### config.mk
export PLATFORM = sky130hd
export DESIGN_NAME = sci_status_data_baud
export DESIGN_NICKNAME = d
export VERILOG_FILES = /design/src/sci_pkg.sv /design/src/sci_status_data_baud.sv
export VERILOG_INCLUDE_DIRS = /design/src
export SDC_FILE = /design/constraint.sdc
export NUM_CORES = 1
export LEC_CHECK = 0
export BUFFER_PORTS_ARGS = -buffer_cell sky130_fd_sc_hd__buf_2
export CAP_MARGIN = 40
export CORE_MARGIN = 1.5
export CORE_UTILIZATION = 47
export CTS_CLUSTER_DIAMETER = 30
export DETAILED_ROUTE_END_ITERATION = 10
export PLACE_DENSITY = 0.77
export RECOVER_POWER = 50
export SLEW_MARGIN = 25
export SYNTH_ARGS = -nofsm -noshare
export SYNTH_HDL_FRONTEND = slang
export SYNTH_SLANG_ARGS = --single-unit
### constraint.sdc
create_clock -name hclk -period 2.2 [get_ports hclk]
set_clock_uncertainty 0.1 [all_clocks]
set_input_delay 0.22 -clock hclk [delete_from_list [all_inputs] [get_ports hclk]]
set_output_delay 0.22 -clock hclk [all_outputs]
set_load 0.01 [all_outputs]
### src/sci_regs.svh
`ifndef SCI_REGS_SVH
`define SCI_REGS_SVH

// Byte addresses on the register bus
`define OFF_STATUS_PRIMARY 8'h10
`define OFF_STATUS_SECONDARY 8'h14
`define OFF_DATA_BUFFER 8'h18
`define OFF_RATE_SELECT 8'h1c
`define OFF_IRQ_ENABLE 8'h20

// Primary status and interrupt enable bit positions
`define BIT_TX_EMPTY 7
`define BIT_TX_DONE 6
`define BIT_RX_FULL 5
`define BIT_LINE_QUIET 4
`define BIT_OVERRUN 3
`define BIT_NOISE 2
`define BIT_FRAMING 1
`define BIT_PARITY 0

// Secondary status bit positions
`define BIT_BREAK 1
`define BIT_RX_ACTIVE 0

// Rate select field positions
`define RATE_PRESCALE_LSB 4
`define RATE_DIVISOR_LSB 0

// Reset values
`define RST_STATUS_PRIMARY 8'hc0
`define RST_RATE_SELECT 8'h00
`define RST_IRQ_ENABLE 8'h00

// Flags cleared by a status read then a data buffer read
`define READ_CLEAR_MASK 8'h3f

// Divider chain: bus clocks per sample at unit divisors, last sample index in a bit
`define SAMPLE_BASE_DIV 13'h0004
`define SAMPLES_PER_BIT 4'hf
`define IDLE_ONES_SHORT 4'ha
`define IDLE_ONES_LONG 4'hb

`endif

### src/sci_pkg.sv
package sci_pkg;

  typedef enum logic [1:0] {
    BUS_IDLE,
    BUS_BUSY,
    BUS_DONE
  } bus_state_t;

  typedef struct packed {
    bus_state_t bus;
    logic [7:0] addr;
    logic wr;
    logic [31:0] rdata;
    logic [7:0] rx_buf;
    logic [7:0] tx_buf;
    logic ninth;
    logic [7:0] status1;
    logic brk;
    logic rx_active;
    logic [7:0] arm1;
    logic arm_brk;
    logic [7:0] irq_en;
    logic [1:0] pre_sel;
    logic [2:0] rate_sel;
    logic [12:0] div_cnt;
    logic [3:0] phase_cnt;
    logic [3:0] ones_cnt;
    logic idle_armed;
    logic brk_allow;
    logic rxd_meta;
    logic rxd_sync;
  } sci_state_t;

endpackage

### src/sci_status_data_baud.sv
`timescale 1ns/100ps
`include "sci_regs.svh"

// Overview of operation
// - Handoff sets tx empty; status read, write clears
// - Tx empty with enable raises tx request
// - Done flag when empty and nothing shifting
// - Queued data, preamble or break clear done
// - Done flag with enable raises tx request
// - Char load sets rx full; read pair clears
// - Rx full with enable raises rx request
// - Ten or eleven ones set line quiet
// - Quiet detection armed only after valid char
// - Line quiet with enable raises rx request
// - Char while full sets overrun, drops char
// - Overrun clears only if seen at status read
// - Noise sets flag, error request, read pair clears
// - Zero stop bit sets framing flag
// - Parity mismatch sets parity flag
// - Break sets break, framing, full; clears ninth in nine-bit mode
// - Break clears by read pair, rearms after ones
// - Start zero sets active; false start clears
// - Data buffer reads rx byte, writes tx
// - Prescale codes divide by 1, 3, 4, 13
// - Rate codes divide by two to code
// - Baud equals bus over 64 PD BD
// - Interrupt enables read/write, reset cleared
module sci_status_data_baud (
  // Clock and reset
  input wire logic hclk,
  input wire logic hresetn,
  // AHB-Lite slave
  input wire logic hsel,
  input wire logic [31:0] haddr,
  input wire logic [1:0] htrans,
  input wire logic hwrite,
  input wire logic [2:0] hsize,
  input wire logic [31:0] hwdata,
  input wire logic hready,
  output logic [31:0] hrdata,
  output logic hreadyout,
  output logic hresp,
  // Receive pin
  input wire logic rxd,
  // Receiver events
  input wire logic rx_enable,
  input wire logic nine_bit_mode,
  input wire logic rx_char_done,
  input wire logic [7:0] rx_char,
  input wire logic rx_char_ninth,
  input wire logic rx_noise,
  input wire logic rx_frame_err,
  input wire logic rx_parity_err,
  input wire logic rx_break,
  input wire logic rx_start_low,
  input wire logic rx_false_start,
  // Transmitter handoff
  input wire logic tx_take,
  input wire logic tx_busy,
  input wire logic tx_queue,
  output logic [7:0] tx_data,
  output logic tx_data_valid,
  // Divider chain ticks
  output logic sample_tick,
  output logic bit_tick,
  // Flags to other blocks
  output logic rx_ninth_bit,
  // Interrupt requests
  output logic tx_irq,
  output logic rx_irq,
  output logic err_irq
);

  // Whole-block reset image. The data bytes are cleared too, because the
  // reset branch may only load constants; software must treat them as
  // undefined after reset.
  localparam sci_pkg::sci_state_t RESET_STATE = '{
    bus: sci_pkg::BUS_IDLE,
    addr: 8'h00,
    wr: 1'h0,
    rdata: 32'h00000000,
    rx_buf: 8'h00,
    tx_buf: 8'h00,
    ninth: 1'h0,
    status1: `RST_STATUS_PRIMARY,
    brk: 1'h0,
    rx_active: 1'h0,
    arm1: 8'h00,
    arm_brk: 1'h0,
    irq_en: `RST_IRQ_ENABLE,
    pre_sel: 2'h0,
    rate_sel: 3'h0,
    div_cnt: 13'h0000,
    phase_cnt: 4'h0,
    ones_cnt: 4'h0,
    idle_armed: 1'h0,
    brk_allow: 1'h1,
    rxd_meta: 1'h1,
    rxd_sync: 1'h1
  };

  // Prescaler divisor for the two-bit code
  function automatic logic [3:0] prescale_div(input logic [1:0] code);
    unique case (code)
      2'h0: prescale_div = 4'h1;
      2'h1: prescale_div = 4'h3;
      2'h2: prescale_div = 4'h4;
      2'h3: prescale_div = 4'hd;
    endcase
  endfunction

  // Bus clocks per receiver sample: 4 x PD x BD, never above 6656
  function automatic logic [12:0] sample_period(
    input logic [1:0] pre,
    input logic [2:0] rate
  );
    logic [12:0] scaled;
    scaled = `SAMPLE_BASE_DIV * {9'h000, prescale_div(pre)};
    sample_period = scaled << rate;
  endfunction

  // Register decode, shared by every access strobe
  function automatic logic reg_hit(
    input logic [7:0] a,
    input logic [7:0] off
  );
    reg_hit = (a == off);
  endfunction

  sci_pkg::sci_state_t state;
  sci_pkg::sci_state_t next_state;
  logic addr_phase;
  logic data_phase;
  logic status1_rd;
  logic status2_rd;
  logic data_rd;
  logic data_wr;
  logic rate_wr;
  logic irq_wr;
  logic [7:0] read_clear;

  // Bus strobes
  assign addr_phase = hsel && hready && htrans[1];
  assign data_phase = (state.bus == sci_pkg::BUS_BUSY);
  assign status1_rd = data_phase && !state.wr
    && reg_hit(state.addr, `OFF_STATUS_PRIMARY);
  assign status2_rd = data_phase && !state.wr
    && reg_hit(state.addr, `OFF_STATUS_SECONDARY);
  assign data_rd = data_phase && !state.wr
    && reg_hit(state.addr, `OFF_DATA_BUFFER);
  assign data_wr = data_phase && state.wr
    && reg_hit(state.addr, `OFF_DATA_BUFFER);
  assign rate_wr = data_phase && state.wr
    && reg_hit(state.addr, `OFF_RATE_SELECT);
  assign irq_wr = data_phase && state.wr
    && reg_hit(state.addr, `OFF_IRQ_ENABLE);

  // Receive flags clear only when armed by an earlier status read
  genvar gi;
  generate
    for (gi = 0; gi < 6; gi++)
    begin : g_clear
      assign read_clear[gi] = data_rd && state.arm1[gi];
    end
  endgenerate
  // Transmit flags never clear on a data read
  assign read_clear[7:6] = 2'h0;

  always_comb
  begin
    logic [12:0] period;
    logic [3:0] quiet_len;
    logic quiet_hit;
    logic full_now;
    period = sample_period(state.pre_sel, state.rate_sel);
    quiet_len = nine_bit_mode ? `IDLE_ONES_LONG : `IDLE_ONES_SHORT;
    quiet_hit = bit_tick && state.rxd_sync
      && (state.ones_cnt == quiet_len - 4'h1);
    full_now = 1'h0;
    next_state = state;

    // Pin synchroniser; only the second stage feeds logic
    next_state.rxd_meta = rxd;
    next_state.rxd_sync = state.rxd_meta;

    // Bus: one wait state, so a read sees flags after all updates
    unique case (state.bus)
      sci_pkg::BUS_IDLE, sci_pkg::BUS_DONE:
      begin
        if (addr_phase)
        begin
          next_state.bus = sci_pkg::BUS_BUSY;
          next_state.addr = haddr[7:0];
          next_state.wr = hwrite;
        end
        else
        begin
          next_state.bus = sci_pkg::BUS_IDLE;
        end
      end
      sci_pkg::BUS_BUSY:
      begin
        next_state.bus = sci_pkg::BUS_DONE;
        next_state.rdata = 32'h00000000;
        if (!state.wr)
        begin
          case (state.addr)
            `OFF_STATUS_PRIMARY:
            begin
              next_state.rdata = {24'h000000, state.status1};
            end
            `OFF_STATUS_SECONDARY:
            begin
              next_state.rdata = {30'h00000000, state.brk, state.rx_active};
            end
            `OFF_DATA_BUFFER:
            begin
              next_state.rdata = {24'h000000, state.rx_buf};
            end
            `OFF_RATE_SELECT:
            begin
              next_state.rdata = {24'h000000, 2'h0, state.pre_sel, 1'h0,
                state.rate_sel};
            end
            `OFF_IRQ_ENABLE:
            begin
              next_state.rdata = {24'h000000, state.irq_en};
            end
            default:
            begin
              next_state.rdata = 32'h00000000;
            end
          endcase
        end
      end
      default:
      begin
        next_state.bus = sci_pkg::BUS_IDLE;
      end
    endcase

    // A status read arms exactly the flags it showed set
    if (status1_rd)
    begin
      next_state.arm1 = state.status1;
    end
    if (status2_rd)
    begin
      next_state.arm_brk = state.brk;
    end

    // Data read: clear armed receive flags, then disarm
    if (data_rd)
    begin
      next_state.status1 = state.status1 & ~read_clear;
      next_state.arm1[5:0] = 6'h00;
      if (state.arm_brk)
      begin
        next_state.brk = 1'h0;
      end
      next_state.arm_brk = 1'h0;
    end

    // Transmit buffer and its empty flag
    if (data_wr)
    begin
      next_state.tx_buf = hwdata[7:0];
      if (state.arm1[`BIT_TX_EMPTY])
      begin
        next_state.status1[`BIT_TX_EMPTY] = 1'h0;
      end
      next_state.arm1[`BIT_TX_EMPTY] = 1'h0;
    end
    // Handoff wins over a write in the same cycle
    if (tx_take)
    begin
      next_state.status1[`BIT_TX_EMPTY] = 1'h1;
    end

    // Queueing wins so a preamble queued while idle drops the flag
    if (tx_queue)
    begin
      next_state.status1[`BIT_TX_DONE] = 1'h0;
    end
    else if (state.status1[`BIT_TX_EMPTY] && !tx_busy)
    begin
      next_state.status1[`BIT_TX_DONE] = 1'h1;
    end

    // Consecutive ones on the line, counted in bit times
    if (!state.rxd_sync)
    begin
      next_state.ones_cnt = 4'h0;
    end
    else if (bit_tick && (state.ones_cnt < quiet_len))
    begin
      next_state.ones_cnt = state.ones_cnt + 4'h1;
    end
    if (!rx_enable)
    begin
      next_state.idle_armed = 1'h0;
    end
    if (quiet_hit && state.idle_armed)
    begin
      next_state.status1[`BIT_LINE_QUIET] = 1'h1;
      next_state.idle_armed = 1'h0;
    end

    // Reception in progress: a new start wins over a clear
    if (rx_false_start || quiet_hit)
    begin
      next_state.rx_active = 1'h0;
    end
    if (rx_start_low)
    begin
      next_state.rx_active = 1'h1;
    end

    // A read that empties the buffer this cycle lets a new byte in
    full_now = next_state.status1[`BIT_RX_FULL];
    if (rx_char_done)
    begin
      if (full_now)
      begin
        next_state.status1[`BIT_OVERRUN] = 1'h1;
      end
      else
      begin
        next_state.rx_buf = rx_char;
        next_state.ninth = nine_bit_mode ? rx_char_ninth : rx_char[7];
        next_state.status1[`BIT_RX_FULL] = 1'h1;
        next_state.idle_armed = rx_enable;
      end
    end

    // Error flags: events win over a clear in the same cycle
    if (rx_noise)
    begin
      next_state.status1[`BIT_NOISE] = 1'h1;
    end
    if (rx_frame_err)
    begin
      next_state.status1[`BIT_FRAMING] = 1'h1;
    end
    if (rx_parity_err)
    begin
      next_state.status1[`BIT_PARITY] = 1'h1;
    end

    // Break: flag only once per stretch of ones on the line
    if (rx_break)
    begin
      next_state.status1[`BIT_FRAMING] = 1'h1;
      next_state.status1[`BIT_RX_FULL] = 1'h1;
      if (nine_bit_mode)
      begin
        next_state.ninth = 1'h0;
      end
      if (state.brk_allow)
      begin
        next_state.brk = 1'h1;
      end
      next_state.brk_allow = 1'h0;
    end
    else if (state.rxd_sync)
    begin
      next_state.brk_allow = 1'h1;
    end

    // Software registers
    if (rate_wr)
    begin
      next_state.pre_sel = hwdata[`RATE_PRESCALE_LSB +: 2];
      next_state.rate_sel = hwdata[`RATE_DIVISOR_LSB +: 3];
    end
    if (irq_wr)
    begin
      next_state.irq_en = hwdata[7:0];
    end

    // Divider chain; a new rate takes effect at the next sample
    if (state.div_cnt == 13'h0000)
    begin
      next_state.div_cnt = period - 13'h0001;
      if (state.phase_cnt == `SAMPLES_PER_BIT)
      begin
        next_state.phase_cnt = 4'h0;
      end
      else
      begin
        next_state.phase_cnt = state.phase_cnt + 4'h1;
      end
    end
    else
    begin
      next_state.div_cnt = state.div_cnt - 13'h0001;
    end
  end

  always_ff @(posedge hclk or negedge hresetn)
  begin
    if (!hresetn)
    begin
      state <= RESET_STATE;
    end
    else
    begin
      state <= next_state;
    end
  end

  // Bus outputs; every response is OKAY
  assign hreadyout = (state.bus != sci_pkg::BUS_BUSY);
  assign hresp = 1'h0;
  assign hrdata = state.rdata;

  // Transmitter handoff: data waits while the empty flag is clear
  assign tx_data = state.tx_buf;
  assign tx_data_valid = !state.status1[`BIT_TX_EMPTY];

  // Divider ticks
  assign sample_tick = (state.div_cnt == 13'h0000);
  assign bit_tick = sample_tick
    && (state.phase_cnt == `SAMPLES_PER_BIT);

  assign rx_ninth_bit = state.ninth;

  // Requests; break and reception-in-progress never request
  assign tx_irq = (state.status1[`BIT_TX_EMPTY]
    && state.irq_en[`BIT_TX_EMPTY])
    || (state.status1[`BIT_TX_DONE] && state.irq_en[`BIT_TX_DONE]);
  assign rx_irq = (state.status1[`BIT_RX_FULL]
    && state.irq_en[`BIT_RX_FULL])
    || (state.status1[`BIT_LINE_QUIET]
    && state.irq_en[`BIT_LINE_QUIET]);
  assign err_irq = |(state.status1[3:0] & state.irq_en[3:0]);

endmodule

======== After elaboration in Yosys (flattened, before gate mapping) ========
Cells that the tools add are included.
cells by class
  bitwise operators ....................... 4
  reduce and logical (&&, ||, !) cells .... 49
  $lt $le $gt $ge ......................... 1
  shifts and indexed selects .............. 1
  equal/unequal tests ..................... 14
  add/sub/neg operators ................... 5
  mux-type cells .......................... 45
operators with widths
  kind                                                                   count
  8-bit case mux with 5 select lines                                     1
  1-bit two-way mux                                                      34
  8-bit by 5-bit == test with 1-bit output (second input constant)       4
  1-bit logical AND                                                      26
  13-bit by 1-bit subtractor with 13-bit output (second input constant)  2
  8-bit two-way mux                                                      2
  4-bit case mux with 4 select lines                                     1
  2-bit nonzero test                                                     8
  13-bit zero test                                                       1
  13-bit two-way mux                                                     1
  6-bit by 3-bit left shift with 13-bit output                           1
  4-bit two-way mux                                                      3
  9-bit two-way mux                                                      1
  4-bit by 1-bit adder with 4-bit output (second input constant)         2
  8-bit bitwise AND                                                      1
  8-bit by 6-bit == test with 1-bit output (second input constant)       1
  6-bit inverter with 8-bit output                                       1
  7-bit two-way mux                                                      1
  2-bit == test (second input constant)                                  3
  3-bit nonzero test                                                     2
  4-bit bitwise AND                                                      1
  2-bit by 1-bit == test with 1-bit output (second input constant)       2
  4-bit == test                                                          1
  4-bit == test (second input constant)                                  1
  other kinds (11)                                                       18
word-level totals
  output and inout port bits .............. 49
  word-level logic and storage cells ...... 148
  register bits after elaboration ......... 117
  input bits .............................. 96

======== Longest topological paths before layout ========
  depth after elaboration ................. 11
  gate-level depth with buffers ........... 10
  gate-level depth less buffers ........... 10

======== Least setup slack after synthesis ========
Ideal clock, no wire load.
  path type ............................... register to register
  start ................................... register state[12] in the netlist's numbering
  end ..................................... register state[22] in the netlist's numbering
  required time ........................... 1975 ps
  clock period less this slack ............ 2337 ps
  data arrival time ....................... 2112 ps
  path buffers ............................ 1
  cell stages (with the launch flop) ...... 11
  setup slack ............................. -137 ps
  setup time .............................. 125 ps
  cells stage by stage .................... dfrtp_1 -> inv_1 -> ha_1 -> or4b_1 -> nor2_4 -> nand2_2 -> inv_2 -> buf_2 -> a31oi_1 -> nor2b_1 -> xnor2_1
RTL lines
  what                    line                         source
  start, declared         sci_status_data_baud.sv:130  sci_pkg::sci_state_t state;
  start signal, assigned  sci_status_data_baud.sv:408  state <= next_state;

==> run metrics <==
synth top area cells dfrtp_1 (45%), buf_4 (6.4%), nand2_1 (5.2%); crit end category register; via density per instance 5.41; Hold Vio Cnt, Final 0; hold_ws 0.0193 ns; CP most frequent cell buf_4; P&R area growth vs syn 28.0%; DIE AREA 0.0109 sq mm; Most Crowded Layer GR met2; met3 GRT Util 0.0407; met1 usage 0.299; die height 104 um; critical path data required time 2.35 ns; Setup TNS -0.938 ns; final critical-path required period 2.37 ns; number of enable flip-flop cells after synthesis 0; placed cells 688; htree depth 3; Max-Cap Viols 0; post-route cell area 0.00619 sq mm; Routed WL 12300 um; CTS tree built; RSZ-0062 raised after global routing true; share of the synthesized area in the top cell type 0.451; clock buffers created by TritonCTS 9; drt initial violations about 290; Mapped Area 0.00483 sq mm; Ports about 150; final setup vio count 9; n_diodes 0; yosys warns 0; Startpoint Class register; Clk pin slew, worst setup/hold paths 0.10 ns; via count 4007; arrival time worst endpoint 2.52 ns; row cnt 36; Crit Path Class register to register; GR Overflow Total 0; clock sinks 92; DIE WIDTH 104 um; router iterations before antenna repair 6; final net count 704; Rel. slew slack 0.271; worst vdd ir 0.000382 V; Cells after Synth 475; clock latency on the worst-skew pair 0.36 ns; routed len/inst 16.7 um; Final Non-Filler Cells 741; remaining antenna violation count 0; Seq/Total Area, Yosys 0.478; Fillers ~800; Post-DP Area 0.00548 sq mm; Placer Congestion 0.899; register bit total from synthesis 92; fin worst setup slack -0.166 ns; Max stage delay on crit path roughly 0.48 ns; Least-Margin Pin Slew between 1 and 1.5 ns; max-slew violations 0; share of post-route cells with drive strength above 1 0.304; worst min-delay path class input pin to register; run status complete, but fails checks; Max Root-Sink Buffers 2; largest net degree at the start of global routing 45; Port Buffers 67; failing checks negative setup slack; number of global-route vias before repair 4159; Post-synth top flop dfrtp_1; pwr dens 642 mW/mm^2; effective utilization at floorplan 0.490; CP max stage cell or4b_4; antenna violations before repair 0; gr usage total 0.234; cell taking the most area after synthesis dfrtp_1; root buffer cell clkbuf_8; Synth cell types 66; Lkg Pwr 2.91 nW; core area 0.00986 sq mm; asr flop ratio synth 1.00; worst path cell trace inv_2 > ha_4 > or4b_4 > nor2_4 > buf_4 > mux2i_1 > nand3_2 > buf_4 > a21oi_1 > a22oi_1; DP HPWL between 8000 and 9000 um; # DRC 0; first-pass GRT wire length 20300 um; GR Layer Usage met2 0.392; f_max ~420 MHz; Crit Path Max Fanout 3; final worst-path cycle share 1.08; syn avg cell area 10.2 sq um
synth_stat cells (all sizes together), types with 2 or more instances:
master / instances
nand2: 68
a2111oi: 2
o21ai: 21
nand3: 9
a221oi: 4
dfrtp: 87
a22o: 11
mux2i: 8
inv: 14
a21boi: 3
nor2b: 9
and3: 3
or4: 2
o21bai: 4
nor4b: 2
nor3b: 3
nand2b: 4
a22oi: 4
clkbuf: 13
dfstp: 5
a21oi: 9
and3b: 2
buf: 48
nor3: 11
xnor2: 9
or2: 2
xor2: 4
nor2: 22
mux2: 30
a21o: 5
a31oi: 10
and2: 6
a222oi: 5
nand4: 5
ha: 5
nor4: 4
layer usage:
metal  share of wire  wire length [um]
met1            0.41              5010
met2            0.51              6240
met3           0.057               707
met4           0.031               388
met5               0                 0
logic make-up after synthesis:
| logic type | after synthesis | share of synthesized area |
|---|---|---|
| simple gates | 160 | 0.169 |
| buf+inv | 76 | 0.0927 |
| fa+ha+maj | 5 | 0.0129 |
| other cells | 1 | 0.000776 |
| xor+xnor | 13 | 0.0236 |
| compound gates | 90 | 0.137 |
| flops | 92 | 0.478 |
| mux | 38 | 0.0865 |
worst paths after layout:
| kind | from | end | slack, ns | depth (start not counted) |
|---|---|---|---|---|
| max | state[12] | state[19] | -0.17 | 10 |
| min | hwdata[4] | tx_data[4] | 0.02 | 2 |
| max reg2reg | state[12] | state[19] | -0.17 | 10 |
| min reg2reg | next_state[0] | state[0] | 0.26 | 0 |
| max in group asynchronous | hresetn | tx_data[2] | 0.33 | 3 |
| min in group asynchronous | hresetn | state[16] | 0.49 | 2 |
what timing repair did:
| item | CTS | global route |
|---|---|---|
| cloned | 0 | 0 |
| buffers inserted | 5 | 3 |
| resized for setup | 19 | 22 |
| endpoints found under the hold margin | 70 | 0 |
| endpoints found under the setup margin | 14 | 32 |
| hold buffers | 30 | 0 |
| pin swaps | 6 | 12 |
final cells by class:
class | count | area [sq um] | share of cell area
repair buffers | 154 | 1140 | 0.185
multi-input cells | 331 | 2320 | 0.375
clock inverters | 7 | 57.6 | 0.00930
clock buffers | 9 | 124 | 0.0200
well taps | 133 | 166 | 0.0269
flip-flops and latches | 92 | 2310 | 0.373
inverters | 15 | 63.8 | 0.0103
through the flow:
stage | setup WS [ns] | util | power, mW
after CTS | -0.166 | 0.617 | 3.94
after floorplan | -0.0471 | - | 2.51
final | -0.166 | 0.627 | 3.97
after global placement | -0.0221 | 0.555 | 2.77
after detailed placement | -0.0707 | 0.555 | 2.81
after global routing | -0.298 | 0.627 | 4.18
power by group:
group	leakage (nW)	internal, mW	switching [mW]	total, mW
Clock	0.0881	0.426	0.641	1.07
Combinational	1.69	0.404	0.456	0.861
Sequential	1.13	1.87	0.178	2.04
Total	2.91	2.70	1.28	3.97
layout by cell type, fill, tap and decap left out, types with 13 or more instances in the layout:
master,n
o21ai_0,16
buf_2,64
mux2_1,17
mux2_2,13
dlygate4sd3_1,30
dfrtp_1,87
nor2_1,19
conb_1,25
nand2_1,66
buf_4,41
flip-flops by register name, summed over array words and instances, names as in the netlist:
name / flops
hrdata: 8
next_state: 1
rx_ninth_bit: 1
state: 74
tx_data: 8
worst max-delay path: cells and delay by family (launching register included):
family,cells,cell delay (ns)
AO/OA/AOI/OAI,2,0.21
multiplexers,1,0.23
adder cells (fa/ha/maj),1,0.12
buffers and inverters,3,0.42
flip-flops,1,0.40
AND/OR/NAND/NOR,3,0.79
Power figures use the tool's default switching activity.
